===== src/logic/rml_pkg.sv =====
// package: constants, types and behaviour list for the reset mode latch
//
// Behaviour
// - operating mode comes from debug and mode strap levels held during reset
// - strap levels captured into mode flag and bits as reset releases
// - code decodes to eight modes; 110 is forced to peripheral
// - each mode selects memory map and port A/B bus roles
// - software may relocate internal resources through mapping registers
// - expanded modes send unclaimed addresses to external memory
// - expanded and peripheral modes hide port A/B data and direction
// - port E hidden in peripheral, or expanded with port E emulation set
// - port K hidden in peripheral, or expanded with port K emulation set
// - reserved or unmapped reads return no defined value
// - normal modes restrict writes to protected control bits
// - special modes relax protection for test and emulation
// - special single chip enters debug monitor right after reset
// - background debug is available in every mode; code has only the debug monitor, on from reset in special single chip
// - mode bits report the mode and allow limited run-time change
// - special flag always readable, writable only in special, first ignored; code hides it in peripheral mode, where reads give FF
// - mode bits write once in normal, anytime but the first in special, no peripheral
// - peripheral mode entered or left only through reset
package rml_pkg;

    // ------------------------------------------------------------
    // register offsets
    // ------------------------------------------------------------
    localparam logic [9:0] REG_MODE   = 10'h00B;
    localparam logic [9:0] REG_MAP    = 10'h010;
    localparam logic [9:0] REG_PORTA  = 10'h000;
    localparam logic [9:0] REG_PORTB  = 10'h001;
    localparam logic [9:0] REG_PORT_A_DIRECTION_REG   = 10'h002;
    localparam logic [9:0] REG_PORT_B_DIRECTION_REG   = 10'h003;
    localparam logic [9:0] REG_PORTE  = 10'h008;
    localparam logic [9:0] REG_PORT_E_DIRECTION_REG   = 10'h009;
    localparam logic [9:0] REG_PORTK  = 10'h0FC;
    localparam logic [9:0] REG_PORT_K_DIRECTION_REG   = 10'h0FD;

    // ------------------------------------------------------------
    // mode register field positions
    // ------------------------------------------------------------
    localparam int BIT_SPECIAL_MODE_LOW_FLAG = 7;
    localparam int BIT_MODE_STRAP_B  = 6;
    localparam int BIT_MODE_STRAP_A  = 5;
    localparam int BIT_EMK   = 1;
    localparam int BIT_EME   = 0;

    localparam logic [7:0] UNDEF_READ = 8'hFF;
    localparam logic [7:0] MAP_RESET  = 8'h00;
    localparam logic [7:0] PORT_RESET = 8'h00;

    // ------------------------------------------------------------
    // mode codes {debug, b, a}
    // ------------------------------------------------------------
    typedef enum logic [2:0] {
        MODE_SSC  = 3'h0,
        MODE_SNAR = 3'h1,
        MODE_SPER = 3'h2,
        MODE_SWID = 3'h3,
        MODE_NSC  = 3'h4,
        MODE_NNAR = 3'h5,
        MODE_NRSV = 3'h6,
        MODE_NWID = 3'h7
    } rml_mode_t;

    typedef enum logic [1:0] {
        BUS_GPIO,
        BUS_NARROW,
        BUS_WIDE
    } rml_bus_t;

    // register port request
    typedef struct packed {
        logic [9:0] addr;
        logic [7:0] wdata;
        logic       wr;
        logic       rd;
    } rml_req_t;

    // block state
    typedef struct packed {
        logic [2:0] mode;
        logic       armed;
        logic       first_done;
        logic       ab_written;
        logic       port_e_emulation_enable;
        logic       port_k_emulation_enable;
        logic [7:0] map_ctl;
        logic [7:0] porta;
        logic [7:0] portb;
        logic [7:0] port_a_direction_reg;
        logic [7:0] port_b_direction_reg;
        logic [7:0] porte;
        logic [7:0] port_e_direction_reg;
        logic [7:0] portk;
        logic [7:0] port_k_direction_reg;
        logic [7:0] rdata;
        logic       debug_active;
        logic       external_sel;
        logic [1:0] bus_cfg;
        logic       special;
    } rml_state_t;

    // mode of a strap code; reserved is forced to peripheral
    function automatic logic [2:0] rml_fix_code(input logic [2:0] c);
        rml_fix_code = (c == MODE_NRSV) ? MODE_SPER : c;
    endfunction

    function automatic logic rml_is_expanded(input logic [2:0] c);
        rml_is_expanded = (c[1:0] != 2'h0) && (c != MODE_SPER);
    endfunction

    function automatic logic rml_is_periph(input logic [2:0] c);
        rml_is_periph = (c == MODE_SPER);
    endfunction

endpackage


===== src/logic/rml_decode.sv =====
// address claim decoder for the mode-dependent register map
`timescale 1ns/1ps
`default_nettype none
module rml_decode
    import rml_pkg::*;
(
    // map state
    input  wire logic [2:0] mode,
    input  wire logic       port_e_emulation_enable,
    input  wire logic       port_k_emulation_enable,
    // address
    input  wire logic [9:0] addr,
    // result
    output logic            hit_ab,
    output logic            hit_e,
    output logic            hit_k,
    output logic            hit_mode
);
    logic exp;
    logic per;
    logic a_ab;
    logic a_e;
    logic a_k;

    // address groups
    always_comb
    begin
        exp  = rml_is_expanded(mode);
        per  = rml_is_periph(mode);
        a_ab = (addr == REG_PORTA) || (addr == REG_PORTB)
            || (addr == REG_PORT_A_DIRECTION_REG) || (addr == REG_PORT_B_DIRECTION_REG);
        a_e  = (addr == REG_PORTE) || (addr == REG_PORT_E_DIRECTION_REG);
        a_k  = (addr == REG_PORTK) || (addr == REG_PORT_K_DIRECTION_REG);
    end

    // visibility per mode
    assign hit_ab   = a_ab && !exp && !per;
    assign hit_e    = a_e && !per && !(exp && port_e_emulation_enable);
    assign hit_k    = a_k && !per && !(exp && port_k_emulation_enable);
    assign hit_mode = (addr == REG_MODE) && !per;
endmodule
`default_nettype wire


===== src/logic/rml_top.sv =====
// reset mode latch with mode register and port visibility control
`timescale 1ns/1ps
`default_nettype none
module rml_top
    import rml_pkg::*;
(
    // clock and reset
    input  wire logic       sys_clk,
    input  wire logic       nrst,
    // strap pins
    input  wire logic       debug_strap_pin,
    input  wire logic       mode_strap_b,
    input  wire logic       mode_strap_a,
    // register port
    input  wire logic [9:0] reg_addr,
    input  wire logic [7:0] reg_wdata,
    input  wire logic       reg_wr,
    input  wire logic       reg_rd,
    output logic [7:0]      reg_rdata,
    // mode status
    output logic [2:0]      mode_code,
    output logic            special_mode,
    output logic [1:0]      bus_config,
    output logic            debug_monitor_mode,
    output logic            external_access,
    output logic [7:0]      map_control
);
    rml_state_t st;
    rml_state_t next_st;
    rml_req_t   req;
    logic       hit_ab;
    logic       hit_e;
    logic       hit_k;
    logic       hit_mode;
    logic [2:0] strap;
    logic [2:0] wr_code;
    logic       do_wr;
    logic       first_wr;

    assign req   = '{addr: reg_addr, wdata: reg_wdata, wr: reg_wr,
                     rd: reg_rd};
    assign strap = {debug_strap_pin, mode_strap_b, mode_strap_a};

    // which registers the current mode exposes
    rml_decode u_dec (
        .mode     (st.mode),
        .port_e_emulation_enable      (st.port_e_emulation_enable),
        .port_k_emulation_enable      (st.port_k_emulation_enable),
        .addr     (req.addr),
        .hit_ab   (hit_ab),
        .hit_e    (hit_e),
        .hit_k    (hit_k),
        .hit_mode (hit_mode)
    );

    // bus role of ports a and b for a mode
    function automatic logic [1:0] bus_of(input logic [2:0] c);
        logic [1:0] r;
        r = BUS_WIDE;
        if (c[1:0] == 2'h0)
            r = BUS_GPIO;
        else if (c[1:0] == 2'h1)
            r = BUS_NARROW;
        bus_of = r;
    endfunction

    // next state
    always_comb
    begin
        next_st  = st;
        do_wr    = req.wr && hit_mode;
        first_wr = do_wr && !st.first_done;
        wr_code  = st.mode;
        // strap capture: first clock after reset release, while the
        // straps still hold the reset-time level on the board
        if (!st.armed)
        begin
            next_st.armed = 1'b1;
            next_st.mode  = rml_fix_code(strap);
            next_st.debug_active = (rml_fix_code(strap) == MODE_SSC);
            next_st.port_e_emulation_enable = !strap[2];
            next_st.port_k_emulation_enable = !strap[2];
        end
        else if (do_wr)
        begin
            next_st.first_done = 1'b1;
            // special flag: only in special modes, first write dropped
            if (!st.mode[2] && !first_wr)
                wr_code[2] = req.wdata[BIT_SPECIAL_MODE_LOW_FLAG];
            // a/b bits: once in normal, any time but the first in special
            if (st.mode[2] && !st.ab_written)
            begin
                wr_code[1] = req.wdata[BIT_MODE_STRAP_B];
                wr_code[0] = req.wdata[BIT_MODE_STRAP_A];
                next_st.ab_written = 1'b1;
            end
            else if (!st.mode[2] && !first_wr)
            begin
                wr_code[1] = req.wdata[BIT_MODE_STRAP_B];
                wr_code[0] = req.wdata[BIT_MODE_STRAP_A];
            end
            // never reach peripheral or reserved by software
            if (wr_code[1:0] != 2'h2 && st.mode != MODE_SPER)
                next_st.mode = wr_code;
            // emulation enables: any write in special modes, first write only in normal
            if (!st.mode[2] || !st.first_done)
            begin
                next_st.port_e_emulation_enable = req.wdata[BIT_EME];
                next_st.port_k_emulation_enable = req.wdata[BIT_EMK];
            end
        end
        // mapping control for relocation
        if (st.armed && req.wr && req.addr == REG_MAP
            && !rml_is_periph(st.mode))
            next_st.map_ctl = req.wdata;
        // port registers only when visible
        if (req.wr && hit_ab)
        begin
            if (req.addr == REG_PORTA) next_st.porta = req.wdata;
            if (req.addr == REG_PORTB) next_st.portb = req.wdata;
            if (req.addr == REG_PORT_A_DIRECTION_REG)  next_st.port_a_direction_reg  = req.wdata;
            if (req.addr == REG_PORT_B_DIRECTION_REG)  next_st.port_b_direction_reg  = req.wdata;
        end
        if (req.wr && hit_e)
        begin
            if (req.addr == REG_PORTE) next_st.porte = req.wdata;
            if (req.addr == REG_PORT_E_DIRECTION_REG)  next_st.port_e_direction_reg  = req.wdata;
        end
        if (req.wr && hit_k)
        begin
            if (req.addr == REG_PORTK) next_st.portk = req.wdata;
            if (req.addr == REG_PORT_K_DIRECTION_REG)  next_st.port_k_direction_reg  = req.wdata;
        end
        // read data, one cycle after the strobe; holes give a filler
        next_st.rdata = UNDEF_READ;
        if (!req.rd)
            next_st.rdata = 8'h00;
        else if (hit_mode)
            next_st.rdata = {st.mode, 3'h0, st.port_k_emulation_enable, st.port_e_emulation_enable};
        else if (req.addr == REG_MAP && !rml_is_periph(st.mode))
            next_st.rdata = st.map_ctl;
        else if (hit_ab)
        begin
            if (req.addr == REG_PORTA)      next_st.rdata = st.porta;
            else if (req.addr == REG_PORTB) next_st.rdata = st.portb;
            else if (req.addr == REG_PORT_A_DIRECTION_REG)  next_st.rdata = st.port_a_direction_reg;
            else                            next_st.rdata = st.port_b_direction_reg;
        end
        else if (hit_e)
            next_st.rdata = (req.addr == REG_PORTE) ? st.porte : st.port_e_direction_reg;
        else if (hit_k)
            next_st.rdata = (req.addr == REG_PORTK) ? st.portk : st.port_k_direction_reg;
        // debug facility: on from reset in ssc only, cleared by a write that sets normal
        if (do_wr && !st.mode[2] && !first_wr
            && req.wdata[BIT_SPECIAL_MODE_LOW_FLAG])
            next_st.debug_active = 1'b0;
        // derived outputs follow the latched code
        next_st.special      = !next_st.mode[2];
        next_st.bus_cfg      = bus_of(next_st.mode);
        next_st.external_sel = rml_is_expanded(next_st.mode);
    end

    // state register; strap capture waits for release, so reset
    // loads constants only and later strap motion is ignored
    always_ff @(posedge sys_clk or negedge nrst)
    begin
        if (!nrst)
        begin
            st <= '0;
            st.rdata <= 8'h00;
            st.map_ctl <= MAP_RESET;
        end
        else
            st <= next_st;
    end

    // outputs straight from flip-flops
    assign reg_rdata          = st.rdata;
    assign mode_code          = st.mode;
    assign special_mode       = st.special;
    assign bus_config         = st.bus_cfg;
    assign debug_monitor_mode = st.debug_active;
    assign external_access    = st.external_sel;
    assign map_control        = st.map_ctl;
endmodule
`default_nettype wire


===== config.mk =====
export PLATFORM = sky130hd
export DESIGN_NAME = rml_top
export DESIGN_NICKNAME = d
export VERILOG_FILES = /design/src/logic/rml_pkg.sv /design/src/logic/rml_decode.sv /design/src/logic/rml_top.sv
export SDC_FILE = /design/constraint.sdc
export NUM_CORES = 1
export LEC_CHECK = 0
export BUFFER_PORTS_ARGS = -buffer_cell sky130_fd_sc_hd__buf_2
export CORE_MARGIN = 1
export CORE_UTILIZATION = 40
export DETAILED_ROUTE_END_ITERATION = 12
export HOLD_SLACK_MARGIN = 0.15
export PLACE_DENSITY = 0.7
export SLEW_MARGIN = 15
export SYNTH_ARGS = -nofsm -noshare
export SYNTH_HDL_FRONTEND = slang
export SYNTH_SLANG_ARGS = --single-unit

===== constraint.sdc =====
create_clock -name sys_clk -period 7.8 [get_ports sys_clk]
set_clock_uncertainty 0.2 [all_clocks]
set_input_delay 0.39 -clock sys_clk [delete_from_list [all_inputs] [get_ports sys_clk]]
set_output_delay 0.39 -clock sys_clk [all_outputs]
set_load 0.05 [all_outputs]

=== After elaboration in Yosys (flattened, before gate mapping) ===
Cells that the tools add are included.

* Flip-flop bits (word level): 93
* Latch bits: 0
* Bits in writable memories: 0
* Memory bits (read-only): 0
* Input bits: 25
* Output and inout port bits: 24
* Word-level logic and storage cells: 123
* Memories: 0

* Add/subtract/negate cells: 0
* $mul: 0
* Divide/modulo/power cells: 0
* Magnitude comparators: 0
* Equal/unequal tests: 18
* Shift-type cells: 0
* Muxes and demuxes: 27
* Bitwise gates (word level): 0
* Reductions and logical operators: 58

{| class="wikitable"
|+ Operator list
! kind !! number
|-
| two-way mux 8 bit || 11
|-
| equality test 10 x 4 -> 1 bit (second input constant) || 3
|-
| logical AND 1 bit || 26
|-
| equality test 10 x 2 -> 1 bit (second input constant) || 2
|-
| equality test 10 x 8 -> 1 bit (second input constant) || 2
|-
| AND reduction 2 bit || 10
|-
| two-way mux 2 bit || 9
|-
| two-way mux 3 bit || 4
|-
| equality test 10 x 1 -> 1 bit (second input constant) || 1
|-
| equality test 10 x 5 -> 1 bit (second input constant) || 1
|-
| zero test 1 bit || 10
|-
| zero test 10 bit || 1
|-
| logical OR 1 bit || 6
|-
| != test 2 x 1 -> 1 bit (second input constant) || 3
|-
| != test 3 x 2 -> 1 bit (second input constant) || 2
|-
| nonzero test 2 bit || 2
|-
| equality test 3 x 2 -> 1 bit (second input constant) || 1
|-
| equality test 3 bit (second input constant) || 1
|-
| zero test 3 bit || 1
|-
| two-way mux 1 bit || 3
|-
| AND reduction 3 bit || 1
|-
| equality test 2 x 1 -> 1 bit (second input constant) || 1
|-
| zero test 2 bit || 1
|-
| != test 2 bit (second input constant) || 1
|}

=== Logic depth before layout (Yosys ltp) ===
Gate-level depths: netlist (run 1).

* Depth after elaboration: 19
* Gate-level depth with buffers: 8
* Depth with buffers taken out: 6

=== Cells and area by module ===
From an unflattened synthesis (run 1), not the netlist that was laid out.

* Cell total of the unflattened synthesis: 404
* Area total of the unflattened synthesis: 4677.0 µm²

{| class="wikitable"
|+ By module, submodules not included
! module !! instances !! cells an instance !! area each (µm²) !! sequential area each (µm²)
|-
| rml_top || 1 || 390 || 4570.6 || 2302.2
|-
| rml_decode || 1 || 14 || 106.4 || 0.0
|}

=== Least setup slack after synthesis (run 1) ===
Ideal clock, no wire load.

* Path type: input port to flip-flop
* Start: input port reg_addr[2]
* End: register st[55] (netlist bit)
* Arrival time: 2483 ps
* Data required time: 7475 ps
* Setup slack: 4992 ps
* Stages: 7
* Cell sequence: or4_4 or4_1 buf_4 nor2_8 nand2_4 nor3b_4 mux2_2

* Cells in the longest elaborated chain, start to end: 8

{| class="wikitable"
|+ RTL lines
! what !! line !! text
|-
| start, declared || rml_top.sv:15 || <nowiki>input wire logic [9:0] reg_addr,</nowiki>
|-
| equality test 10 x 1 -> 1 bit / zero test 10 bit (equally long branches) || rml_decode.sv:30 || <nowiki>a_ab = (addr == REG_PORTA) || (addr == REG_PORTB)</nowiki>
|-
| logical OR 1 bit || rml_decode.sv:30 ||
|-
| logical OR 1 bit (2 in series) || rml_decode.sv:31 || <nowiki>|| (addr == REG_PORT_A_DIRECTION_REG) || (addr == REG_PORT_B_DIRECTION_REG);</nowiki>
|-
| logical AND 1 bit (2 in series) || rml_decode.sv:37 || <nowiki>assign hit_ab = a_ab && !exp && !per;</nowiki>
|-
| logical AND 1 bit || rml_top.sv:117 || <nowiki>if (req.wr && hit_ab)</nowiki>
|-
| AND reduction 2 bit (no source line) * || - ||
|-
| end signal, assigned || rml_top.sv:174 || <nowiki>st <= next_st;</nowiki>
|-
| end, declared || rml_top.sv:28 || <nowiki>rml_state_t st;</nowiki>
|}

Mark *: on every way between the ends. The rest lies on a longest branch, timed or not.
A chain may end at the register's enable or synchronous reset.

=== Final worst setup path (run 1) ===
* Start: input port reg_addr[2]
* End: register st[58] (netlist bit)

Same word-level chain as after synthesis.

==> run_results.csv, run 1 <==
group,metric,value,unit
grt,track_usage,18.96,%
yosys,syn-num-nets,398,
timing,fin_setup_tns,0,ns
cts,cts_buffer_depth,2,
timing,max_clock_freq,0.3409,GHz
timing,hold_viol,0,
cts,post_cts_buffers,0,
timing,worstMarginPinSlew,0.9150,ns
finish,final_nets,424,
cts,h-tree-depth,3,
grt,grt_pass1_wl,16360,µm
timing,grt_setup_unrepaired,"no",
timing,whs,0.1635,ns
cts,cts_tree,"done",
cts,ctsRootBufferMaster,"clkbuf_16",
grt,grt_pass1_vias,3051,
routing,avgViaCountPerCell,5.648,
yosys,synth_top_area_cell,"dfrtp_1",
setup_path,cp-end-kind,"flip-flop",
run,drv_cap,0,
yosys,ys_warn_count,0,
yosys,synth_top_area_share,50.65,%
die,core-area,10940,µm²
finish,drive_above_1_share,39.21,%
die,die_w,108.6,µm
routing,drtAntennaViolNets,0,
yosys,ys_top_cells_by_count,"dfrtp_1 (92), mux2_2 (73), buf_4 (22)",
routing,wl_per_cell,19.09,µm
cts,cts_resized,0,
setup_path,regToRegStartpoint,"mode_code[0]",
yosys,synthCells,373,
timing,slew_violations,0,
yosys,ys_types,55,
power,powerDensity,201.4,nW/µm²
routing,first_pass_iters,4,
cts,numCtsBuffers,9,
die,start_util,41.57,%
run_status,outcome,"completed",
yosys,synth.avg_cell_area,12.19,µm²
routing,finalWirelength,10370,µm
cts,cts_hold_buffers,2,
routing,drt-initial-drc-count,245,
routing,vias,3067,
setup_path,setup.worst_path.class,"in2reg",
setup_path,regToRegSetupSlack,4.89,ns
yosys,ys_seq_area_share,50.65,%
hold_path,hold_end,"bus_config[1]",
yosys,synth_enable_flop_cells,0,
setup_path,crit_path_max_fanout,9,
power,p_total,1.025,mW
setup_path,worstPathArrival,2.96,ns
setup_path,r2r-end,"st[29]",
yosys,synth_area_leaders,"dfrtp_1 (51%), mux2_2 (18%), mux2i_1 (4.4%)",
placement,dp_hpwl,7235,µm
hold_path,worstHoldPathType,"in2reg",
cts,cts_num_sinks,92,
routing,drc_errors,0,
hold_path,whs_path_depth,2,
finish,antenna_cells,0,
cts,clock_latency,0.34,ns
die,die-area,11790,µm²
cts,clkTransAtPathRegs,0.06,ns
timing,maxSlewHeadroom,38.44,%
power,ir_worst_vdd,0.0001415,V
yosys,synth_seq_cells,92,
yosys,async_reset_ff_share,100.0,%
finish,nFillCells,986,
yosys,synth_area,4546,µm²
grt,grt.overflow.total,0,
die,row_count,38,
timing,finalCritPeriodShare,37.61,%
finish,area_growth,11.92,%
timing,setup_viol,0,
setup_path,startpoint_type,"primary input",
grt,grt_max_degree,93,
die,die_h,108.6,µm
placement,port_buffers,48,
grt,antenna_found_initial,0,
setup_path,reg2regPathDepth,5,
die,io_pins,49,
placement,globalplace.congestion,0.8567,
yosys,yosysMostFrequentCell,"dfrtp_1",
hold_path,holdCritStartpoint,"mode_strap_b",
setup_path,required,7.82,ns
yosys,dominantRegCellSynth,"dfrtp_1",
power,p_leak,2.430,nW
timing,period_needed,2.933,ns
routing by layer:
metal / part of all wire (%) / global-route usage, % / vias up
li1: - / - / 1388
met1: 44 / 24.14 / 1558
met2: 48 / 30.33 / 100
met3: 5.5 / 5.184 / 21
met4: 2.5 / 7.819 / 0
met5: 0 / 0 / -
worst max-delay path by stage:
stage,from,to,slack (ns),cells past startpoint
CTS,reg_addr[2],st[58],4.89,7
detailed placement,reg_addr[2],st[54],4.53,7
finish,reg_addr[2],st[58],4.87,7
global placement,reg_addr[2],st[57],4.55,7
global route,reg_addr[2],st[58],4.77,7
floorplan,reg_addr[2],st[55],4.99,7
per-stage QoR:
step	cell area, µm²	std cells	util (%)	setup slack [ns]
final	5087	543	46.52	4.867
after global routing	5087	543	46.52	4.770
after CTS	5084	543	46.49	4.891
after detailed placement	4761	526	43.54	4.533
after global placement	4761	526	43.54	4.555
after floorplan	4546	373	-	4.992
final cells by class:
| cell class | count | area (µm²) | area share (%) |
|---|---|---|---|
| Clock inverter | 3 | 46.29 | 0.9100 |
| Inverter | 5 | 18.77 | 0.3689 |
| Timing Repair Buffer | 52 | 281.5 | 5.534 |
| Sequential cell | 92 | 2302 | 45.25 |
| Clock buffer | 12 | 256.5 | 5.042 |
| Multi-Input combinational cell | 239 | 2007 | 39.45 |
| Tap cell | 140 | 175.2 | 3.443 |
state kept, by name, summed over array words and instances, names as in the netlist:
| name | flops |
|---|---|
| mode_code | 2 |
| reg_rdata | 8 |
| st | 69 |
| external_access | 1 |
| debug_monitor_mode | 1 |
| map_control | 8 |
| special_mode | 1 |
| bus_config | 2 |
layout by cell type, fill, tap and decap left out, drive strengths merged, types with 2 or more instances in the layout:
| cell | synthesis | routed |
|---|---|---|
| nor3b | 2 | 2 |
| inv | 5 | 5 |
| a31oi | 7 | 7 |
| or4 | 3 | 3 |
| nand2 | 17 | 17 |
| nor2 | 18 | 18 |
| a21o | 2 | 2 |
| a211o | 2 | 2 |
| a2111oi | 2 | 2 |
| clkbuf | 9 | 12 |
| a21boi | 3 | 3 |
| nand2b | 4 | 4 |
| and3 | 2 | 2 |
| a21oi | 8 | 8 |
| o22ai | 7 | 7 |
| nor4 | 4 | 4 |
| dlygate4sd3 | 0 | 2 |
| nor3 | 6 | 6 |
| a22o | 5 | 5 |
| a211oi | 8 | 8 |
| mux2 | 73 | 73 |
| or2 | 7 | 7 |
| o21ai | 2 | 2 |
| buf | 28 | 50 |
| a221oi | 3 | 3 |
| dfrtp | 92 | 92 |
| mux2i | 20 | 20 |
| nor2b | 5 | 5 |
| a32o | 4 | 4 |
| nand3 | 13 | 13 |
logic make-up after synthesis:
logic type / synth area share (%)
AO/OA/AOI/OAI: 10.02
buffers and inverters: 5.340
flip-flops: 50.65
multiplexers: 22.49
other: 0.08250
AND/OR/NAND/NOR: 11.42
critical path, cell delays in order:
cell     delay [ns]
buf_2          0.11
or4_4          0.57
or4_1          0.71
nor2_8         0.24
nand2_4        0.09
nor3b_4        0.45
mux2_2         0.39
report_power, final:
part | internal [mW] | total (mW) | switching, mW
sequential | 0.485 | 0.493 | 0.00790
combinational | 0.0237 | 0.0902 | 0.0666
clock | 0.265 | 0.441 | 0.177
Power figures use the tool's default switching activity.
==> inputs of run 2 (changes only) <==
ABC_AREA = 1   (was not set)
PLACE_DENSITY = 0.72   (was 0.7)
clock period = 2.4 ns   (was 7.8 ns; I/O delays follow)
==> run_results.csv, run 2 <==
group,metric,value,unit
setup_path,setup.worst_path.class,"in2reg",
grt,track_usage,22.08,%
power,p_sw_share,24.41,%
timing,maxSlewHeadroom,61.07,%
yosys,synthAdderAreaFrac,0,%
setup_path,cp-end-kind,"flip-flop",
finish,drive_above_1_share,18.05,%
finish,largest_reg_flops,69,
run_status,outcome,"completed",
finish,final_common_cell,"nand2_1",
placement,globalplace.congestion,0.9893,
finish,utilization,49.09,%
die,start_util,41.71,%
timing,grt_setup_unrepaired,"no",
routing,drt-initial-drc-count,309,
yosys,synth_top_area_cell,"dfrtp_1",
power,p_leak,2.633,nW
yosys,synthMuxAreaShare,1.088,%
yosys,syn-num-nets,582,
yosys,synth_top_family_by_area,"simple AND/OR/NAND/NOR gates",
yosys,synth_seq_cells,92,
yosys,synth_compound_area_share,14.28,%
timing,slew_violations,0,
die,die_w,109.2,µm
yosys,synth_area_leaders,"dfrtp_1 (50%), nand2_1 (13%), o21ai_0 (6.6%)",
placement,dp_hpwl,8606,µm
cts,numCtsBuffers,9,
timing,hold_viol,0,
setup_path,critical_path.top_delay_family,"simple AND/OR/NAND/NOR gates",
yosys,ys_warn_count,0,
die,die-area,11930,µm²
setup_path,crit_path_max_fanout,9,
placement,place_area,4832,µm²
die,die_h,109.2,µm
yosys,synth.avg_cell_area,8.260,µm²
routing,avgViaCountPerCell,5.286,
setup_path,worstPathArrival,2.32,ns
power,ir_worst_vdd,0.0004448,V
routing,first_pass_iters,6,
yosys,yosysMostFrequentCell,"nand2_1",
setup_path,max_stage_delay,0.54,ns
die,core-area,11030,µm²
power,seqPwrFrac,46.4,%
grt,antenna_found_initial,0,
timing,period_needed,2.239,ns
finish,final_cell_area,5415,µm²
timing,max_clock_freq,0.4466,GHz
power,p_comb_share,9.7,%
placement,dp.cells,716,
cts,clkTransAtPathRegs,0.06,ns
finish,largest_register,"st",
yosys,ys_seq_area_share,50.04,%
yosys,ys_types,40,
setup_path,required,2.48,ns
cts,ctsRootBufferMaster,"clkbuf_16",
timing,finalCritPeriodShare,93.31,%
grt,grt_pass1_vias,3802,
cts,cts_buffer_depth,2,
power,netSwitchingPower,0.8403,mW
routing,finalWirelength,12060,µm
placement,port_buffers,48,
cts,clock_latency,0.35,ns
grt,grt_max_degree,51,
finish,final_nets,636,
routing,wl_per_cell,15.97,µm
cts,cts_tree,"done",
yosys,synth_enable_flop_cells,0,
die,io_pins,49,
power,power.share.clock,43.8,%
yosys,synth_top_area_share,50.04,%
routing,drtAntennaViolNets,0,
routing,drc_errors,0,
finish,most-common-layout-cells,"nand2_1 (157), dfrtp_1 (91), o21ai_0 (61)",
power,powerDensity,635.7,nW/µm²
timing,worstMarginPinSlew,0.5840,ns
cts,cts_num_sinks,92,
timing,setup_viol,0,
yosys,ys_top_cells_by_count,"nand2_1 (160), dfrtp_1 (92), o21ai_0 (61)",
routing,vias,3991,
setup_path,cp_slowest_cell,"dlygate4sd3_1",
setup_path,crit_buf_inv,4,
finish,nFillCells,1065,
setup_path,crit_top_cell,"nor2_1",
yosys,post_synth_xor_area_fraction,0,%
yosys,synthCells,557,
timing,whs,0.2235,ns
setup_path,startpoint_type,"primary input",
grt,grt.overflow.total,0,
yosys,dominantRegCellSynth,"dfrtp_1",
power,p_int,2.602,mW
yosys,synth_area,4601,µm²
cts,h-tree-depth,3,
finish,fin_cells,755,
timing,fin_setup_tns,0,ns
hold_path,worstHoldPathType,"in2reg",
yosys,async_reset_ff_share,100.0,%
grt,grt_pass1_wl,19340,µm
finish,antenna_cells,0,
die,row_count,38,
setup_path,crit_chain,"dlygate4sd3_1, buf_2, nor2_4, inv_2, nor2_2, inv_2, nor2_4, nand2_1, nand2_1, nor2_1, nor2_1, nand3_1, nor2_1",
finish,area_growth,17.70,%
yosys,synthSimpleGateAreaFrac,25.67,%
run,drv_cap,0,
==> run 2: cell families after synthesis <==
family,Yosys count
and+or+nand+nor,264
AOI/OAI and AO/OA,113
DFF,92
buffers and inverters,82
muxes,5
other,1
==> run 2: area by class of cell <==
type | instances | area (µm²) | share of cell area, %
clock inverter | 4 | 73.82 | 1.363
inverter | 51 | 195.2 | 3.604
timing repair buffer | 74 | 510.5 | 9.427
clock buffer | 11 | 242.7 | 4.482
multi-input combinational | 383 | 1914 | 35.35
sequential | 92 | 2303 | 42.54
tap | 140 | 175.2 | 3.235
==> run 2: stage by stage <==
step / power [mW] / setup WS, ns
after floorplan: 1.820 / 0.5292
after global placement: 1.922 / 0.2664
after detailed placement: 1.926 / 0.2496
after CTS: 3.468 / 0.1864
after global routing: 3.557 / 0.003718
final: 3.443 / 0.1606
==> run 2: routing by layer <==
metal / global-route usage [%] / up-vias / wire length, µm
li1: - / 1923 / -
met1: 28.85 / 1900 / 5373
met2: 35.49 / 139 / 5699
met3: 5.200 / 29 / 643
met4: 8.476 / 0 / 343
met5: 0 / - / 0
==> run 2: path summary, 6_finish.rpt <==
kind                              startpoint            endpoint  slack, ns  cells past startpoint
max in group asynchronous               nrst      map_control[6]       0.70                      4
min in group asynchronous               nrst              st[13]       0.65                      3
worst max register to register  mode_code[0]  debug_monitor_mode       0.19                      8
worst min register to register        st[42]              st[42]       0.28                      2
worst max-delay path             reg_addr[9]        reg_rdata[7]       0.16                     13
worst min-delay path             reg_addr[1]              st[88]       0.22                      6
==> run 2: worst reg2reg max path: cells and delay by family, from the launching register on <==
family | cells | cell delay, ns
AO/OA/AOI/OAI | 1 | 0.07
AND/OR/NAND/NOR | 5 | 0.68
buffers and inverters | 2 | 0.68
flip-flops | 1 | 0.45
==> run 2: power by group through the flow <==
| stage | combinational [mW] | sequential (mW) | clock (mW) |
|---|---|---|---|
| 2_1_floorplan | 0.186 | 1.63 | 0 |
| 3_3_place_gp | 0.299 | 1.62 | 0 |
| 3_5_place_dp | 0.301 | 1.62 | 0 |
| 4_1_cts | 0.332 | 1.60 | 1.54 |
| 5_1_grt | 0.365 | 1.60 | 1.59 |
| 6_report | 0.335 | 1.60 | 1.51 |
==> run 2: repair_timing <==
item	4_1_cts	5_1_grt
hold endpoints to repair	169	0
resized for setup	0	9
setup buffers	0	0
endpoints found under the setup margin	0	7
hold buffers	24	0
